File: src/ifca_pkg.sv
// Package: register map, command fields and carriers for the indirect fabric access port
`default_nettype none

package ifca_pkg;

    // ------------------------------------------------------------
    // Register offsets (byte addresses)
    // ------------------------------------------------------------
    localparam logic [11:0] VALUE_OFFSET   = 12'h1ac; // Transfer word register
    localparam logic [11:0] COMMAND_OFFSET = 12'h1b0; // Command register

    // ------------------------------------------------------------
    // Command field positions
    // ------------------------------------------------------------
    localparam int PENDING_BIT   = 31; // Access pending flag
    localparam int DIRECTION_BIT = 30; // 1 read, 0 write
    localparam int STEP_UP_BIT   = 29; // Auto step-up
    localparam int STEP_DOWN_BIT = 28; // Auto step-down
    localparam int LANE_LSB      = 16; // Lane select 19:16
    localparam int INDEX_LSB     = 0;  // Target index 15:0

    // ------------------------------------------------------------
    // Reset values
    // ------------------------------------------------------------
    localparam logic [31:0] VALUE_RESET = 32'h0000_0000;
    localparam logic [3:0]  LANE_RESET  = 4'h0;
    localparam logic [15:0] INDEX_RESET = 16'h0000;

    // ------------------------------------------------------------
    // Carriers
    // ------------------------------------------------------------
    // Request toward the fabric register file
    typedef struct packed {
        logic        req;   // One-cycle request strobe
        logic        rd;    // 1 read, 0 write
        logic [15:0] index; // Fabric register number
        logic [3:0]  lanes; // Byte lanes for a write
        logic [31:0] wdata; // Write word
    } ifca_fab_req_t;

    // Answer from the fabric register file
    typedef struct packed {
        logic        ack;   // One-cycle completion strobe
        logic [31:0] rdata; // Read word, valid with ack
    } ifca_fab_rsp_t;

endpackage

`default_nettype wire

File: src/ifca_access_port.sv
// Indirect access port from host registers to fabric control and status registers
//
// What this block does
// - Writing pending bit 31 starts fabric access
// - Pending stays set until fabric access completes
// - Read clears pending only after data captured
// - Direction bit 30: zero write, one read
// - Step-up: value write starts, then index plus one
// - Step-up: value read bumps index, starts read
// - Step-down: value write starts, then index minus
// - Step-down: value read drops index, starts read
// - Step-up wins when both step bits set
// - Lane select 19:16, lane n is byte n
// - Fabric write leaves unselected bytes unchanged
// - Target index 15:0 names the fabric register
// - Value register holds last read or write word
// - Value read gives fabric data or host word
//
// The address-and-strobe port was left to the implementer.
`timescale 1ns/100ps
`default_nettype none

module ifca_access_port #(
    parameter int ADDR_W = 12 // Host register address width
) (
    // Clock and reset
    input  wire logic                   clk_sys_in,
    input  wire logic                   rst_in,
    // Host register port
    input  wire logic [ADDR_W-1:0]      reg_addr_in,
    input  wire logic [31:0]            reg_wdata_in,
    input  wire logic                   reg_wr_in,
    input  wire logic                   reg_rd_in,
    output logic      [31:0]            reg_rdata_out,
    // Fabric register side
    output ifca_pkg::ifca_fab_req_t     fab_req_out,
    input  wire ifca_pkg::ifca_fab_rsp_t fab_rsp_in,
    input  wire logic [31:0]            fab_cur_in
);

    // ------------------------------------------------------------
    // Elaboration checks
    // ------------------------------------------------------------
    if (ADDR_W < 12) begin : g_bad_width
        $error("ADDR_W too small for the register map");
    end

    // ------------------------------------------------------------
    // State
    // ------------------------------------------------------------
    typedef enum logic [1:0] {IFCA_IDLE, IFCA_ISSUE, IFCA_WAIT} ifca_state_t;

    ifca_state_t state;        // Access sequencer
    ifca_state_t next_state;   // Next sequencer state
    logic        pending;      // Access pending flag
    logic        dir_read;     // Direction bit
    logic        step_up;      // Auto step-up enable
    logic        step_down;    // Auto step-down enable
    logic [3:0]  lanes;        // Byte-lane select
    logic [15:0] index;        // Target index
    logic [31:0] host_word;    // Word last written by host
    logic [31:0] fab_word;     // Word last read from fabric
    logic        op_rd;        // Direction latched at launch
    logic [31:0] merged;       // Write word after lane merge

    // ------------------------------------------------------------
    // Decode
    // ------------------------------------------------------------
    wire hit_cmd   = (reg_addr_in[11:0] == ifca_pkg::COMMAND_OFFSET);
    wire hit_val   = (reg_addr_in[11:0] == ifca_pkg::VALUE_OFFSET);
    wire wr_cmd    = reg_wr_in && hit_cmd;
    wire wr_val    = reg_wr_in && hit_val;
    wire rd_val    = reg_rd_in && hit_val;
    // Step-up takes precedence over step-down
    wire up_sel    = step_up;
    wire dn_sel    = step_down && !step_up;
    wire stepping  = up_sel || dn_sel;
    // Auto launches from value-register traffic
    wire auto_wr   = wr_val && stepping && !pending;
    wire auto_rd   = rd_val && stepping && dir_read && !pending;
    wire start_cmd = wr_cmd && reg_wdata_in[ifca_pkg::PENDING_BIT] && !pending;
    wire launch    = start_cmd || auto_wr || auto_rd;
    wire done      = (state == IFCA_WAIT) && fab_rsp_in.ack;
    // Index after a step: plus one or minus one
    wire [15:0] index_step = up_sel ? index + 16'h0001 : index - 16'h0001;

    // ------------------------------------------------------------
    // Lane merge for writes
    // ------------------------------------------------------------
    ifca_lane_merge #(
        .LANES (4)
    ) u_merge (
        .old_in     (fab_cur_in),
        .new_in     (host_word),
        .lanes_in   (lanes),
        .merged_out (merged)
    );

    // ------------------------------------------------------------
    // Sequencer next state
    // ------------------------------------------------------------
    always_comb begin
        next_state = state;
        case (state)
            IFCA_IDLE: begin
                // Begin only on a launch
                if (launch) begin
                    next_state = IFCA_ISSUE;
                end
            end
            IFCA_ISSUE: begin
                next_state = IFCA_WAIT;
            end
            IFCA_WAIT: begin
                // Hold until the fabric answers
                if (fab_rsp_in.ack) begin
                    next_state = IFCA_IDLE;
                end
            end
            default: begin
                next_state = IFCA_IDLE;
            end
        endcase
    end

    // ------------------------------------------------------------
    // Sequencer and pending flag
    // ------------------------------------------------------------
    always_ff @(posedge clk_sys_in or posedge rst_in) begin
        if (rst_in) begin
            state   <= IFCA_IDLE;
            pending <= 1'b0;
            op_rd   <= 1'b0;
        end else begin
            state <= next_state;
            // Set on launch, held until completion
            if (launch) begin
                pending <= 1'b1;
                // Stored direction updates on this same edge, so take the written bit
                op_rd   <= start_cmd ? reg_wdata_in[ifca_pkg::DIRECTION_BIT] : auto_rd;
            end else if (done) begin
                pending <= 1'b0;
            end
        end
    end

    // ------------------------------------------------------------
    // Command fields
    // ------------------------------------------------------------
    // Writes while pending are dropped; software should not make them
    always_ff @(posedge clk_sys_in or posedge rst_in) begin
        if (rst_in) begin
            dir_read  <= 1'b0;
            step_up   <= 1'b0;
            step_down <= 1'b0;
            lanes     <= ifca_pkg::LANE_RESET;
            index     <= ifca_pkg::INDEX_RESET;
        end else if (wr_cmd && !pending) begin
            dir_read  <= reg_wdata_in[ifca_pkg::DIRECTION_BIT];
            step_up   <= reg_wdata_in[ifca_pkg::STEP_UP_BIT];
            step_down <= reg_wdata_in[ifca_pkg::STEP_DOWN_BIT];
            lanes     <= reg_wdata_in[ifca_pkg::LANE_LSB +: 4];
            index     <= reg_wdata_in[ifca_pkg::INDEX_LSB +: 16];
        end else if (auto_rd) begin
            // Read stepping moves index before the fetch
            index <= index_step;
        end else if (done && !op_rd && stepping) begin
            // Write stepping moves index after the write
            index <= index_step;
        end
    end

    // ------------------------------------------------------------
    // Value register halves
    // ------------------------------------------------------------
    always_ff @(posedge clk_sys_in or posedge rst_in) begin
        if (rst_in) begin
            host_word <= ifca_pkg::VALUE_RESET;
            fab_word  <= ifca_pkg::VALUE_RESET;
        end else begin
            if (wr_val && !pending) begin
                host_word <= reg_wdata_in;
            end
            // Capture in the same edge pending drops
            if (done && op_rd) begin
                fab_word <= fab_rsp_in.rdata;
            end
        end
    end

    // ------------------------------------------------------------
    // Fabric request
    // ------------------------------------------------------------
    always_comb begin
        fab_req_out       = '0;
        fab_req_out.req   = (state == IFCA_ISSUE);
        fab_req_out.rd    = op_rd;
        fab_req_out.index = index;
        fab_req_out.lanes = lanes;
        fab_req_out.wdata = merged;
    end

    // ------------------------------------------------------------
    // Read-back
    // ------------------------------------------------------------
    wire [31:0] cmd_view = {pending, dir_read, step_up, step_down,
                            8'h00, lanes, index};
    wire [31:0] val_view = dir_read ? fab_word : host_word;
    wire [31:0] rd_mux   = !reg_rd_in ? 32'h0000_0000 :
                           hit_cmd    ? cmd_view :
                           hit_val    ? val_view : 32'h0000_0000;

    // Read data one cycle after the strobe
    always_ff @(posedge clk_sys_in or posedge rst_in) begin
        if (rst_in) begin
            reg_rdata_out <= 32'h0000_0000;
        end else begin
            reg_rdata_out <= rd_mux;
        end
    end

    // ------------------------------------------------------------
    // Checks
    // ------------------------------------------------------------
    chk_pending_set: assert property (@(posedge clk_sys_in) disable iff (rst_in)
        start_cmd |=> pending) else $error("pending not set by start");
    chk_pending_hold: assert property (@(posedge clk_sys_in) disable iff (rst_in)
        (pending && !done) |=> pending) else $error("pending dropped early");
    chk_read_capture: assert property (@(posedge clk_sys_in) disable iff (rst_in)
        (done && op_rd) |=> (!pending && fab_word == $past(fab_rsp_in.rdata)))
        else $error("read data not captured at completion");
    chk_dir_issue: assert property (@(posedge clk_sys_in) disable iff (rst_in)
        (start_cmd && !reg_wdata_in[ifca_pkg::DIRECTION_BIT]) |=>
        (fab_req_out.req && !fab_req_out.rd))
        else $error("write command issued wrong direction");
    chk_dir_read: assert property (@(posedge clk_sys_in) disable iff (rst_in)
        (start_cmd && reg_wdata_in[ifca_pkg::DIRECTION_BIT]) |=>
        (fab_req_out.req && fab_req_out.rd))
        else $error("read command issued wrong direction");
    chk_step_up_wr: assert property (@(posedge clk_sys_in) disable iff (rst_in)
        (done && !op_rd && step_up) |=> index == $past(index) + 16'h0001)
        else $error("step-up after write wrong");
    chk_step_up_rd: assert property (@(posedge clk_sys_in) disable iff (rst_in)
        (auto_rd && step_up) |=> (pending && index == $past(index) + 16'h0001))
        else $error("step-up on read wrong");
    chk_step_down: assert property (@(posedge clk_sys_in) disable iff (rst_in)
        (auto_rd && step_down && !step_up) |=> index == $past(index) - 16'h0001)
        else $error("step-down on read wrong");
    chk_lane_keep: assert property (@(posedge clk_sys_in) disable iff (rst_in)
        (fab_req_out.req && !lanes[0]) |-> fab_req_out.wdata[7:0] == fab_cur_in[7:0])
        else $error("unselected lane overwritten");
    chk_reserved_zero: assert property (@(posedge clk_sys_in) disable iff (rst_in)
        (reg_rd_in && hit_cmd) |=> reg_rdata_out[27:20] == 8'h00)
        else $error("reserved bits not zero");

    cov_read_op: cover property (@(posedge clk_sys_in) disable iff (rst_in)
        done && op_rd);
    cov_write_op: cover property (@(posedge clk_sys_in) disable iff (rst_in)
        done && !op_rd);
    cov_auto_read: cover property (@(posedge clk_sys_in) disable iff (rst_in)
        auto_rd);

endmodule
`default_nettype wire

File: src/ifca_lane_merge.sv
// Byte-lane merge for a fabric write: selected lanes take new data
`timescale 1ns/100ps
`default_nettype none

module ifca_lane_merge #(
    parameter int LANES = 4 // Byte lanes per word
) (
    // Data in
    input  wire logic [LANES*8-1:0] old_in,
    input  wire logic [LANES*8-1:0] new_in,
    input  wire logic [LANES-1:0]   lanes_in,
    // Data out
    output logic      [LANES*8-1:0] merged_out
);

    // ------------------------------------------------------------
    // Per-lane select
    // ------------------------------------------------------------
    for (genvar n = 0; n < LANES; n++) begin : g_lane
        // Unselected lanes keep the old byte
        assign merged_out[n*8 +: 8] = lanes_in[n] ? new_in[n*8 +: 8] : old_in[n*8 +: 8];
    end

endmodule
`default_nettype wire

File: config.mk
export PLATFORM = sky130hd
export DESIGN_NAME = ifca_access_port
export DESIGN_NICKNAME = d
export VERILOG_FILES = /design/src/ifca_pkg.sv /design/src/ifca_access_port.sv /design/src/ifca_lane_merge.sv
export SDC_FILE = /design/constraint.sdc
export NUM_CORES = 1
export LEC_CHECK = 0
export BUFFER_PORTS_ARGS = -buffer_cell sky130_fd_sc_hd__buf_2
export CORE_ASPECT_RATIO = 0.9
export CORE_MARGIN = 2
export CORE_UTILIZATION = 34
export CTS_BUF_LIST = sky130_fd_sc_hd__clkbuf_4 sky130_fd_sc_hd__clkbuf_8
export CTS_CLUSTER_DIAMETER = 200
export DETAILED_ROUTE_END_ITERATION = 8
export REMOVE_ABC_BUFFERS = 1
export SLEW_MARGIN = 20
export SYNTH_ARGS = -nofsm -noshare
export SYNTH_HDL_FRONTEND = slang
export SYNTH_SLANG_ARGS = --single-unit
File: constraint.sdc
create_clock -name clk_sys_in -period 5.9 [get_ports clk_sys_in]
set_input_delay 0.295 -clock clk_sys_in [delete_from_list [all_inputs] [get_ports clk_sys_in]]
set_output_delay 0.295 -clock clk_sys_in [all_outputs]
set_load 0.02 [all_outputs]
Yosys cells after proc, flatten, opt, wreduce, memory -nomap -nowiden

Cells that the tools add are included.

Register bits: 123
Bits of input ports: 113
Output and inout bits: 86
Word-level logic and storage cells: 64

$add $sub $neg: 2
Eq/ne operators: 6
Muxes and demuxes: 18
Reductions and logical operators: 27

Operator list:

| operator                                                             | count |
|---|---|
| 32-bit 2-to-1 mux                                                    | 4 |
| 16-bit 2-to-1 mux                                                    | 4 |
| 8-bit 2-to-1 mux                                                     | 4 |
| 12-bit by 9-bit == test with 1-bit output, second input constant     | 2 |
| 1-bit logical AND                                                    | 17 |
| 16-bit by 1-bit adder with 16-bit output, second input constant      | 1 |
| 16-bit by 1-bit subtractor with 16-bit output, second input constant | 1 |
| 2-bit one-hot mux with 3 select lines                                | 1 |
| 2-bit 2-to-1 mux                                                     | 2 |
| 2-bit inequality test, second input constant                         | 2 |
| 1-bit logical NOT                                                    | 3 |
| 1-bit logical OR                                                     | 3 |
| 1-bit 2-to-1 mux                                                     | 3 |
| 3-bit nonzero test                                                   | 1 |
| 2-bit by 1-bit == test with 1-bit output, second input constant      | 1 |
| 2-bit == test, second input constant                                 | 1 |
| 2-bit logical NOT                                                    | 1 |
| 2-bit AND reduction                                                  | 1 |
| 2-bit nonzero test                                                   | 1 |

Logic depth before layout (Yosys ltp)

Gate-level depths: netlist of the first run.

Word-level depth: 9
Depth in mapped cells: 9
Mapped depth without buffers: 9

Modules after synthesis

A second synthesis of the first run with hierarchy kept.

Cells, all modules: 572
Area, all modules: 6502.5 sq um

By module, submodules not included:

| module           | instances | cells each | area an instance (sq um) |
|---|---|---|---|
| ifca_access_port | 1         | 536        | 5977.0 |
| ifca_lane_merge  | 1         | 36         | 525.5 |

Worst setup path before layout of the first run

OpenSTA, ideal clock, no wires.

Kind: register -> register
Start point: register step_up
End point: register index[12]
Library setup time: 0.094 ns
Data arrival time: 2.338 ns
Data required time: 5.806 ns
Slack: 3.468 ns
Stages on the path, launching flop included: 10
Path buffers: 0
Path through: dfrtp_1 inv_1 ha_1 a21o_1 a21oi_1 a21boi_0 a41oi_1 a21oi_1 xnor2_1 a211oi_1

Word-level cells in the longest chain between the ends: 8
Elaborated cells between the ends (all ways): 12

RTL lines:

| item                           | RTL line                | text |
|---|---|---|
| from (decl)                    | ifca_access_port.sv:57  | `logic step_up;` |
| from (signal assigned)         | ifca_access_port.sv:160 | `step_up <= reg_wdata_in[ifca_pkg::STEP_UP_BIT];` |
| 1-bit logical NOT              | ifca_access_port.sv:76  | `wire dn_sel = step_down && !step_up;` |
| 1-bit logical AND              | ifca_access_port.sv:76  |  |
| 1-bit logical OR               | ifca_access_port.sv:77  | `wire stepping = up_sel \|\| dn_sel;` |
| 1-bit logical AND (3 in a row) | ifca_access_port.sv:80  | `wire auto_rd = rd_val && stepping && dir_read && !pending;` |
| 16-bit 2-to-1 mux              | ifca_access_port.sv:164 | `end else if (auto_rd) begin` |
| 16-bit 2-to-1 mux              | ifca_access_port.sv:158 | `end else if (wr_cmd && !pending) begin` |
| to (signal assigned)           | ifca_access_port.sv:157 | `index <= ifca_pkg::INDEX_RESET;` |
| to (signal assigned)           | ifca_access_port.sv:163 | `index <= reg_wdata_in[ifca_pkg::INDEX_LSB +: 16];` |
| to (signal assigned)           | ifca_access_port.sv:166 | `index <= index_step;` |
| to (decl)                      | ifca_access_port.sv:60  | `logic [15:0] index;` |

Several ways; a longest one is shown, not always the timed one. The select of a mux whose other input is x is not followed.
A chain may end at the register's enable or synchronous reset.

Worst setup path after layout of the first run

Start point: register step_up
End point: register index[14]

Same word-level chain as after synthesis.

==> results of run 1 <==
through the flow:
step	total power, mW	cells	hold slack (ns)	util [%]
after floorplan	0.921	513	0.400	-
after global placement	0.985	961	0.485	41.0
after detailed placement	0.986	961	0.487	41.0
after CTS	1.74	991	0.00518	43.1
after global routing	1.78	991	0.0421	43.1
final	1.71	991	-0.00937	43.1
worst max-delay path by stage:
stage | end | slack (ns) | depth (start not counted)
after floorplan | dir_read$_DFFE_PP0P_ | 2.33 | 1
after global placement | index[14]$_DFFE_PP0P_ | 3.07 | 9
after detailed placement | index[12]$_DFFE_PP0P_ | 3.03 | 9
after CTS | index[14]$_DFFE_PP0P_ | 2.97 | 9
after global routing | index[12]$_DFFE_PP0P_ | 2.72 | 9
final | index[14]$_DFFE_PP0P_ | 2.93 | 9
cell type report:
cell class	instances	area share (%)
flip-flops and latches	123	39.0
multi-input cells	386	38.9
repair buffers	203	13.0
well taps	245	3.88
clock buffers	22	3.76
clock inverters	8	1.17
inverters	4	0.254
per-layer routing:
layer	GRT usage, %	vias to the layer above
met4	4.91	0
li1	-	2335
met5	0	-
met2	28.0	147
met3	4.11	17
met1	24.7	2376
cells by family (layout without fill, tap and decap cells):
kind of cell | after synthesis | count (layout) | share of synthesized area [%]
AND/OR/NAND/NOR | 148 | 148 | 12.1
multiplexers | 130 | 130 | 23.0
flip-flops | 123 | 123 | 48.9
AO/OA/AOI/OAI | 83 | 83 | 8.80
buffers and inverters | 36 | 237 | 2.64
adder cells (fa/ha/maj) | 15 | 15 | 3.10
XOR/XNOR | 10 | 10 | 1.39
worst register-to-register path, cell delays in order, from the launching register on:
cell       delay (ns)
dfrtp_1          0.48
inv_1            0.33
ha_1             0.44
nor2b_1          0.25
o2111ai_1        0.16
a21boi_0         0.34
a41oi_1          0.28
o21ai_0          0.30
mux2i_1          0.22
nor3_1           0.07
flip-flops by register name (all words and copies together) (netlist names):
register and flops:
dir_read 1, fab_word 32, host_word 32, index 16, lanes 4, op_rd 1, pending 1, reg_rdata_out 32
state 2, step_down 1, step_up 1
Yosys cell counts (5+ instances only):
library cell,n
dfrtp_1,123
mux2_2,119
nand2_1,39
nor2_1,34
nor2b_1,30
a21oi_1,25
a22oi_1,23
clkbuf_1,21
ha_1,14
mux2i_1,11
nand3_1,10
nor3_1,10
o21ai_0,7
xnor2_1,7
a21o_1,6
and3_1,5
buf_4,5
power breakdown:
part	leakage (nW)	switching (mW)	total [mW]	internal [mW]
registers	1.71	0.00383	0.850	0.846
logic	2.17	0.0653	0.118	0.0527
clock network	0.204	0.329	0.746	0.417
total	4.08	0.398	1.71	1.31
==> results.sh, run 1 <==
export IMPL_crit_buf_inv=1
export IMPL_area_growth_syn_to_layout_pct=25.3
export IMPL_violations="negative hold slack"
export IMPL_viasPerCell=4.92
export IMPL_syn_inst=545
export IMPL_final_cell_mix="198 x buf_2, 122 x dfrtp_1, 119 x mux2_2, 39 x nand2_1, 34 x nor2_1"
export IMPL_grt_max_degree=80
export IMPL_placed_cell_area_sq_um=7500
export IMPL_initial_core_util_pct=34.4
export IMPL_drive_gt1_share_pct=48.9
export IMPL_cts_tree="built"
export IMPL_insertion_delay_ns=0.44
export IMPL_rows=47
export IMPL_dr_wl_met2_mm=7.66
export IMPL_critPathRequiredTime_ns=6.22
export IMPL_fin_tns_setup_ns=0
export IMPL_die_area_sq_um=19600
export IMPL_run_status="finished, violations left"
export IMPL_nets=863
export IMPL_grt_overflow_total=0
export IMPL_syn_avg_cell_area_sq_um=11.6
export IMPL_max_stage_delay_ns=0.48
export IMPL_powerDensity_nw_per_um2=217
export IMPL_r2r_end="index[14]$_DFFE_PP0P_"
export IMPL_yosysTopAreaCellShare_pct=48.9
export IMPL_yosysSeqAreaShare_pct=48.9
export IMPL_cap_viol_max_count=0
export IMPL_drt_iter0_drc=253
export IMPL_fin_area_sq_um=7890
export IMPL_regToRegSetupSlack_ns=2.93
export IMPL_dieHeight_microns=133
export IMPL_multi_input_area_sq_um=3070
export IMPL_critical_path_top_delay_family="compound AO/OA/AOI/OAI gates"
export IMPL_fillCellCount=1803
export IMPL_synth_area_leaders="dfrtp_1 49%, mux2_2 21%, nor2b_1 3.0%"
export IMPL_seq_area_sq_um=3080
export IMPL_ctsHoldBuffers=0
export IMPL_slew_violations=0
export IMPL_num_io_pins=199
export IMPL_criticalPathCategory="register to register"
export IMPL_gp_congestion=0.841
export IMPL_cts_resized=0
export IMPL_whs_ns=-0.00937
export IMPL_diodes=0
export IMPL_chipWidth_microns=147
export IMPL_antenna_found_initial=0
export IMPL_final_common_cell="buf_2"
export IMPL_async_reset_ff_share_pct=100
export IMPL_htree_levels=4
export IMPL_max_freq_ghz=0.336
export IMPL_worstPathArrival_ns=3.29
export IMPL_cts_root_buffer="clkbuf_8"
export IMPL_yosys_register_bits=123
export IMPL_cp_cell_sequence="inv_1 > ha_1 > nor2b_1 > o2111ai_1 > a21boi_0 > a41oi_1 > o21ai_0 > mux2i_1 > nor3_1"
export IMPL_yosys_warnings=0
export IMPL_max_slew_margin_pct=36.7
export IMPL_grtUsageTotal_pct=17.8
export IMPL_fin_crit_sh_pct=50.4
export IMPL_synth_edf_count=0
export IMPL_crit_slowest_cell="dfrtp_1"
export IMPL_leakage_nw=4.08
export IMPL_wl_per_cell_microns=17.1
export IMPL_synth_ff_type="dfrtp_1"
export IMPL_wirelength_mm=16.9
export IMPL_yosysUniqueCellTypes=47
export IMPL_cp_max_fo=16
export IMPL_cp_start_kind="register"
export IMPL_yosys_area_top_type="dfrtp_1"
export IMPL_coreArea_sq_um=18300
export IMPL_critPathLaunch="step_up$_DFFE_PP0P_"
export IMPL_routed_via_count=4875
export IMPL_met1_length_mm=8.12
export IMPL_hpwl_mm=11.3
export IMPL_r2r_start="step_up$_DFFE_PP0P_"
export IMPL_cts_setup_buffers=0
export IMPL_worstHoldPathType="input port to asynchronous set/reset pin"
export IMPL_highest_layer="met4"
export IMPL_cts_buffer_depth=2
export IMPL_first_global_vias=4939
export IMPL_cts_made_buffers=17
export IMPL_setup_ws_ns=2.93
export IMPL_wl_met3_microns=929
export IMPL_grt_pass1_wl_mm=26.9
export IMPL_final_hold_violation_count=6
export IMPL_ir_worst_vdd_mv=0.126
export IMPL_first_pass_iters=4
export IMPL_worstMarginPinSlew_ns=0.950
export IMPL_cp_end_kind="register"
export IMPL_pre_cts_slack_ns=3.03
export IMPL_rsz0062_at_grt="no"
export IMPL_period_needed_ns=2.97
export IMPL_port_buffers=198
export IMPL_syn_area_sq_um=6300
export IMPL_setup_viol=0
export IMPL_r2r_cells=9
export IMPL_clock_sinks=123
export IMPL_drc=0
export IMPL_fin_worst_skew_ns=0.0111
export IMPL_path_clk_slew_ns=0.07
export IMPL_drtAntennaViolNets=0
(Power assumes the default switching activity.)
==> run 2, diff against run 1 <==
- clock period: 5.9 -> 2.8 ns (I/O delays scaled with it)
==> results.sh, run 2 (same netlist as run 1, synthesis figures left out) <==
export IMPL_run_status="completed"
export IMPL_powerDensity_nw_per_um2=411
export IMPL_fin_crit_sh_pct=90.8
export IMPL_grtUsageTotal_pct=18.8
export IMPL_seq_area_sq_um=3080
export IMPL_crit_slowest_cell="dfrtp_1"
export IMPL_cts_tree="built"
export IMPL_fin_worst_skew_ns=0.00982
export IMPL_drtAntennaViolNets=0
export IMPL_slew_violations=0
export IMPL_path_clk_slew_ns=0.07
export IMPL_critPathRequiredTime_ns=3.15
export IMPL_wirelength_mm=17.8
export IMPL_critical_path_top_delay_family="compound AO/OA/AOI/OAI gates"
export IMPL_worstMarginPinSlew_ns=0.958
export IMPL_fin_tns_setup_ns=0
export IMPL_cts_made_buffers=17
export IMPL_max_freq_ghz=0.393
export IMPL_routed_via_count=5142
export IMPL_ir_worst_vdd_mv=0.261
export IMPL_period_needed_ns=2.54
export IMPL_top_regs="fab_word (32), host_word (32), reg_rdata_out (32)"
export IMPL_drt_iter0_drc=201
export IMPL_fillCellCount=1743
export IMPL_drive_gt1_share_pct=45.7
export IMPL_final_hold_violation_count=0
export IMPL_max_slew_margin_pct=36.2
export IMPL_area_growth_syn_to_layout_pct=36.2
export IMPL_final_common_cell="buf_2"
export IMPL_grt_overflow_total=0
export IMPL_fin_area_sq_um=8580
export IMPL_insertion_delay_ns=0.44
export IMPL_coreArea_sq_um=18300
export IMPL_final_cell_mix="198 x buf_2, 122 x dfrtp_1, 119 x mux2_2, 65 x dlygate4sd3_1, 39 x nand2_1"
export IMPL_rows=47
export IMPL_criticalPathCategory="register to register"
export IMPL_cp_start_kind="register"
export IMPL_multi_input_area_sq_um=3070
export IMPL_hpwl_mm=11.8
export IMPL_cp_cell_sequence="inv_1 > ha_1 > nor2b_1 > o2111ai_1 > a21boi_1 > a41oi_1 > a21oi_1 > xnor2_1 > a211oi_1"
export IMPL_utilization_pct=46.9
export IMPL_cp_end_kind="register"
export IMPL_placed_cell_area_sq_um=7580
export IMPL_nets=937
export IMPL_pre_cts_slack_ns=0.147
export IMPL_cts_setup_buffers=0
export IMPL_setup_viol=0
export IMPL_chipWidth_microns=147
export IMPL_first_pass_iters=4
export IMPL_antenna_found_initial=1
export IMPL_drc=0
export IMPL_port_buffers=198
export IMPL_diodes=0
export IMPL_setup_ws_ns=0.257
export IMPL_crit_buf_inv=1
export IMPL_grt_max_degree=102
export IMPL_cts_root_buffer="clkbuf_8"
export IMPL_max_stage_delay_ns=0.41
export IMPL_die_area_sq_um=19600
export IMPL_grt_pass1_wl_mm=28.7
export IMPL_leakage_nw=4.37
export IMPL_cap_viol_max_count=0
export IMPL_rsz0062_at_grt="no"
export IMPL_first_global_vias=5263
export IMPL_htree_levels=4
export IMPL_gp_congestion=0.879
export IMPL_num_io_pins=199
export IMPL_cts_buffer_depth=2
export IMPL_wl_per_cell_microns=16.7
export IMPL_cp_max_fo=8
export IMPL_initial_core_util_pct=34.4
export IMPL_worstHoldPathType="input port to register"
export IMPL_power_mw=3.52
export IMPL_worstPathArrival_ns=2.89
export IMPL_dieHeight_microns=133
export IMPL_clock_sinks=123
export IMPL_viasPerCell=4.82
[run 2: layer usage]
layer  vias to the layer above  GRT usage, %  wire length, microns  share of wire, %
li1                       2485             -                     -                 -
met1                      2487          26.1                  8480                48
met2                       152          30.1                  8220                46
met3                        18          4.76                   925               5.2
met4                         0          4.06                   213               1.2
met5                         -             0                     0                 0
[run 2: path summary, 6_finish.rpt]
path	endpoint	cells past startpoint	slack, ns	startpoint
setup / recovery	index[12]$_DFFE_PP0P_	9	0.26	step_up$_DFFE_PP0P_
hold / removal	pending$_DFFE_PP0P_	4	0.07	fab_rsp_in[32]
setup reg to reg	index[12]$_DFFE_PP0P_	9	0.26	step_up$_DFFE_PP0P_
hold reg to reg	fab_word[18]$_DFFE_PP0P_	1	0.51	fab_word[18]$_DFFE_PP0P_
max in group asynchronous	dir_read$_DFFE_PP0P_	4	1.54	rst_in
min in group asynchronous	reg_rdata_out[15]$_DFF_PP0_	3	0.43	rst_in
[run 2: area by class of cell]
type,instances,share of cell area (%)
flip-flops and latches,123,35.9
multi-input cells,386,35.8
repair buffers,277,20.5
well taps,245,3.57
clock buffers,23,3.47
clock inverters,8,0.525
inverters,4,0.233
[run 2: per-stage QoR]
| step | hold slack [ns] | instances |
|---|---|---|
| after detailed placement | 0.350 | 970 |
| after CTS | 0.0382 | 1066 |
| after global routing | 0.0769 | 1066 |
| after global placement | 0.346 | 970 |
| final | 0.0652 | 1066 |
| after floorplan | 0.245 | 513 |
[run 2: report_power, final]
part	switching [mW]	internal, mW
clock	0.711	0.697
combinational	0.152	0.172
sequential	0.00773	1.78
[run 2: what timing repair did]
item,4_1_cts,5_1_grt
hold buffers,65,0
endpoints found under the hold margin,186,0
gates resized for setup,0,2
endpoints found under the setup margin,0,3
[run 2: worst reg2reg max path: stages, from the launching register on]
cell and delay [ns]:
dfrtp_1 0.41, inv_1 0.23, ha_1 0.32, nor2b_1 0.18, o2111ai_1 0.26, a21boi_1 0.16
a41oi_1 0.40, a21oi_1 0.14, xnor2_1 0.15, a211oi_1 0.21
==> run 3, diff against run 2 <==
- CORE_MARGIN: 2 -> not set
- CORE_UTILIZATION: 34 -> 40
- PLACE_DENSITY: not set -> 0.65
==> results.sh, run 3 (same netlist as run 1, synthesis figures left out) <==
export IMPL_run_status="completed"
export IMPL_cts_buffer_depth=2
export IMPL_nets=939
export IMPL_setup_ws_ns=0.236
export IMPL_cts_tree="built"
export IMPL_die_area_sq_um=16200
export IMPL_fin_crit_sh_pct=91.6
export IMPL_drtAntennaViolNets=0
export IMPL_initial_core_util_pct=40.9
export IMPL_power_switching_mw=0.845
export IMPL_critPathLaunch="step_up$_DFFE_PP0P_"
export IMPL_cp_start_kind="register"
export IMPL_swShare_pct=23.4
export IMPL_final_common_cell="buf_2"
export IMPL_first_global_vias=5429
export IMPL_fillCellCount=1352
export IMPL_worstHoldPathType="input port to register"
export IMPL_slew_violations=0
export IMPL_grt_max_degree=82
export IMPL_leakage_nw=4.41
export IMPL_path_clk_slew_ns=0.07
export IMPL_wirelength_mm=17.6
export IMPL_crit_slowest_cell="dfrtp_1"
export IMPL_seqPwrFrac_pct=49.5
export IMPL_antenna_found_initial=0
export IMPL_seq_area_sq_um=3080
export IMPL_coreArea_sq_um=15400
export IMPL_rows=43
export IMPL_hpwl_mm=12.1
export IMPL_max_stage_delay_ns=0.39
export IMPL_num_io_pins=199
export IMPL_setup_viol=0
export IMPL_cp_end_kind="register"
export IMPL_top_regs="fab_word (32), host_word (32), reg_rdata_out (32)"
export IMPL_power_mw=3.61
export IMPL_clock_sinks=123
export IMPL_port_buffers=198
export IMPL_cts_made_buffers=17
export IMPL_insertion_delay_ns=0.45
export IMPL_diodes=0
export IMPL_cp_cell_sequence="inv_1 > ha_1 > nor2b_1 > o2111ai_1 > a21boi_1 > a41oi_1 > o21ai_0 > mux2i_1 > nor3_1"
export IMPL_drc=0
export IMPL_area_growth_syn_to_layout_pct=36.3
export IMPL_gp_congestion=0.831
export IMPL_criticalPathCategory="register to register"
export IMPL_pre_cts_slack_ns=0.199
export IMPL_ir_worst_vdd_mv=0.280
export IMPL_chipWidth_microns=134
export IMPL_dp_cells=929
export IMPL_final_cell_mix="198 x buf_2, 122 x dfrtp_1, 119 x mux2_2, 65 x dlygate4sd3_1, 39 x nand2_1"
export IMPL_cts_root_buffer="clkbuf_8"
export IMPL_first_pass_iters=4
export IMPL_min_from="reg_addr_in[1]"
export IMPL_rsz0062_at_grt="no"
export IMPL_viasPerCell=5.12
export IMPL_dieHeight_microns=121
export IMPL_fin_worst_skew_ns=0.0138
export IMPL_max_slew_margin_pct=48.4
export IMPL_final_cells=1024
export IMPL_htree_levels=4
export IMPL_drive_gt1_share_pct=45.6
export IMPL_period_needed_ns=2.56
export IMPL_wl_per_cell_microns=17.2
export IMPL_multi_input_area_sq_um=3060
export IMPL_grt_overflow_total=0
export IMPL_cp_max_fo=8
export IMPL_grt_pass1_wl_mm=28.1
export IMPL_routed_via_count=5242
export IMPL_pwr_share_clk_pct=41.5
export IMPL_cap_viol_max_count=0
export IMPL_p_int_mw=2.77
export IMPL_drt_iter0_drc=201
export IMPL_final_hold_violation_count=0
export IMPL_worstMarginPinSlew_ns=0.770
export IMPL_comb_power_share_pct=9.0
export IMPL_powerDensity_nw_per_um2=421
export IMPL_grtUsageTotal_pct=22.6
export IMPL_r2r_start="step_up$_DFFE_PP0P_"
export IMPL_worstPathArrival_ns=2.88
export IMPL_critPathRequiredTime_ns=3.12
export IMPL_max_freq_ghz=0.390
[run 3: worst paths after layout]
| kind | to | slack (ns) | depth (start not counted) |
|---|---|---|---|
| max in group asynchronous | index[13]$_DFFE_PP0P_ | 1.65 | 4 |
| max | index[14]$_DFFE_PP0P_ | 0.24 | 9 |
| min in group asynchronous | host_word[17]$_DFFE_PP0P_ | 0.39 | 3 |
| max reg2reg | index[14]$_DFFE_PP0P_ | 0.24 | 9 |
| min reg2reg | fab_word[28]$_DFFE_PP0P_ | 0.50 | 1 |
| min | op_rd$_DFFE_PP0P_ | 0.06 | 4 |
[run 3: repair_timing]
item,in CTS,in global routing
setup buffers,0,0
hold buffers,65,0
resized for setup,0,1
setup endpoints to repair,0,2
endpoints found under the hold margin,169,0
[run 3: per-layer routing]
layer  GRT usage, %  up-vias  wire, microns
met5              0        -              0
met4           8.22        0            281
met3           4.80       20            772
met2           37.5      135           8620
met1           29.1     2596           7940
li1               -     2491              -
[run 3: power groups by stage]
stage / sequential, mW / combinational, mW / clock [mW]
3_5_place_dp: 1.82 / 0.257 / 0
6_report: 1.79 / 0.326 / 1.50
2_1_floorplan: 1.83 / 0.115 / 0
4_1_cts: 1.79 / 0.329 / 1.54
5_1_grt: 1.79 / 0.356 / 1.61
3_3_place_gp: 1.82 / 0.252 / 0
[run 3: layout make-up]
class	instances	share of cell area, %
Timing Repair Buffer	279	21.0
Tap cell	202	2.94
Clock inverter	6	0.743
Clock buffer	24	3.63
Sequential cell	123	35.9
Inverter	4	0.233
Multi-Input combinational cell	386	35.6
[run 3: worst max-delay path: cells and delay by family (launching register included)]
family | cells | cell delay [ns]
compound gates | 4 | 0.96
simple gates | 2 | 0.33
flops | 1 | 0.39
mux | 1 | 0.24
buf+inv | 1 | 0.16
fa+ha+maj | 1 | 0.36
[run 3: per-stage QoR]
stage	cell area, sq um	utilization (%)	setup TNS [ns]	hold slack, ns
floorplan	6140	-	-75.14	0.245
global placement	7560	49.1	0	0.324
detailed placement	7560	49.1	0	0.332
CTS	8580	55.8	0	0.0323
global route	8580	55.8	0	0.0759
finish	8580	55.8	0	0.0644
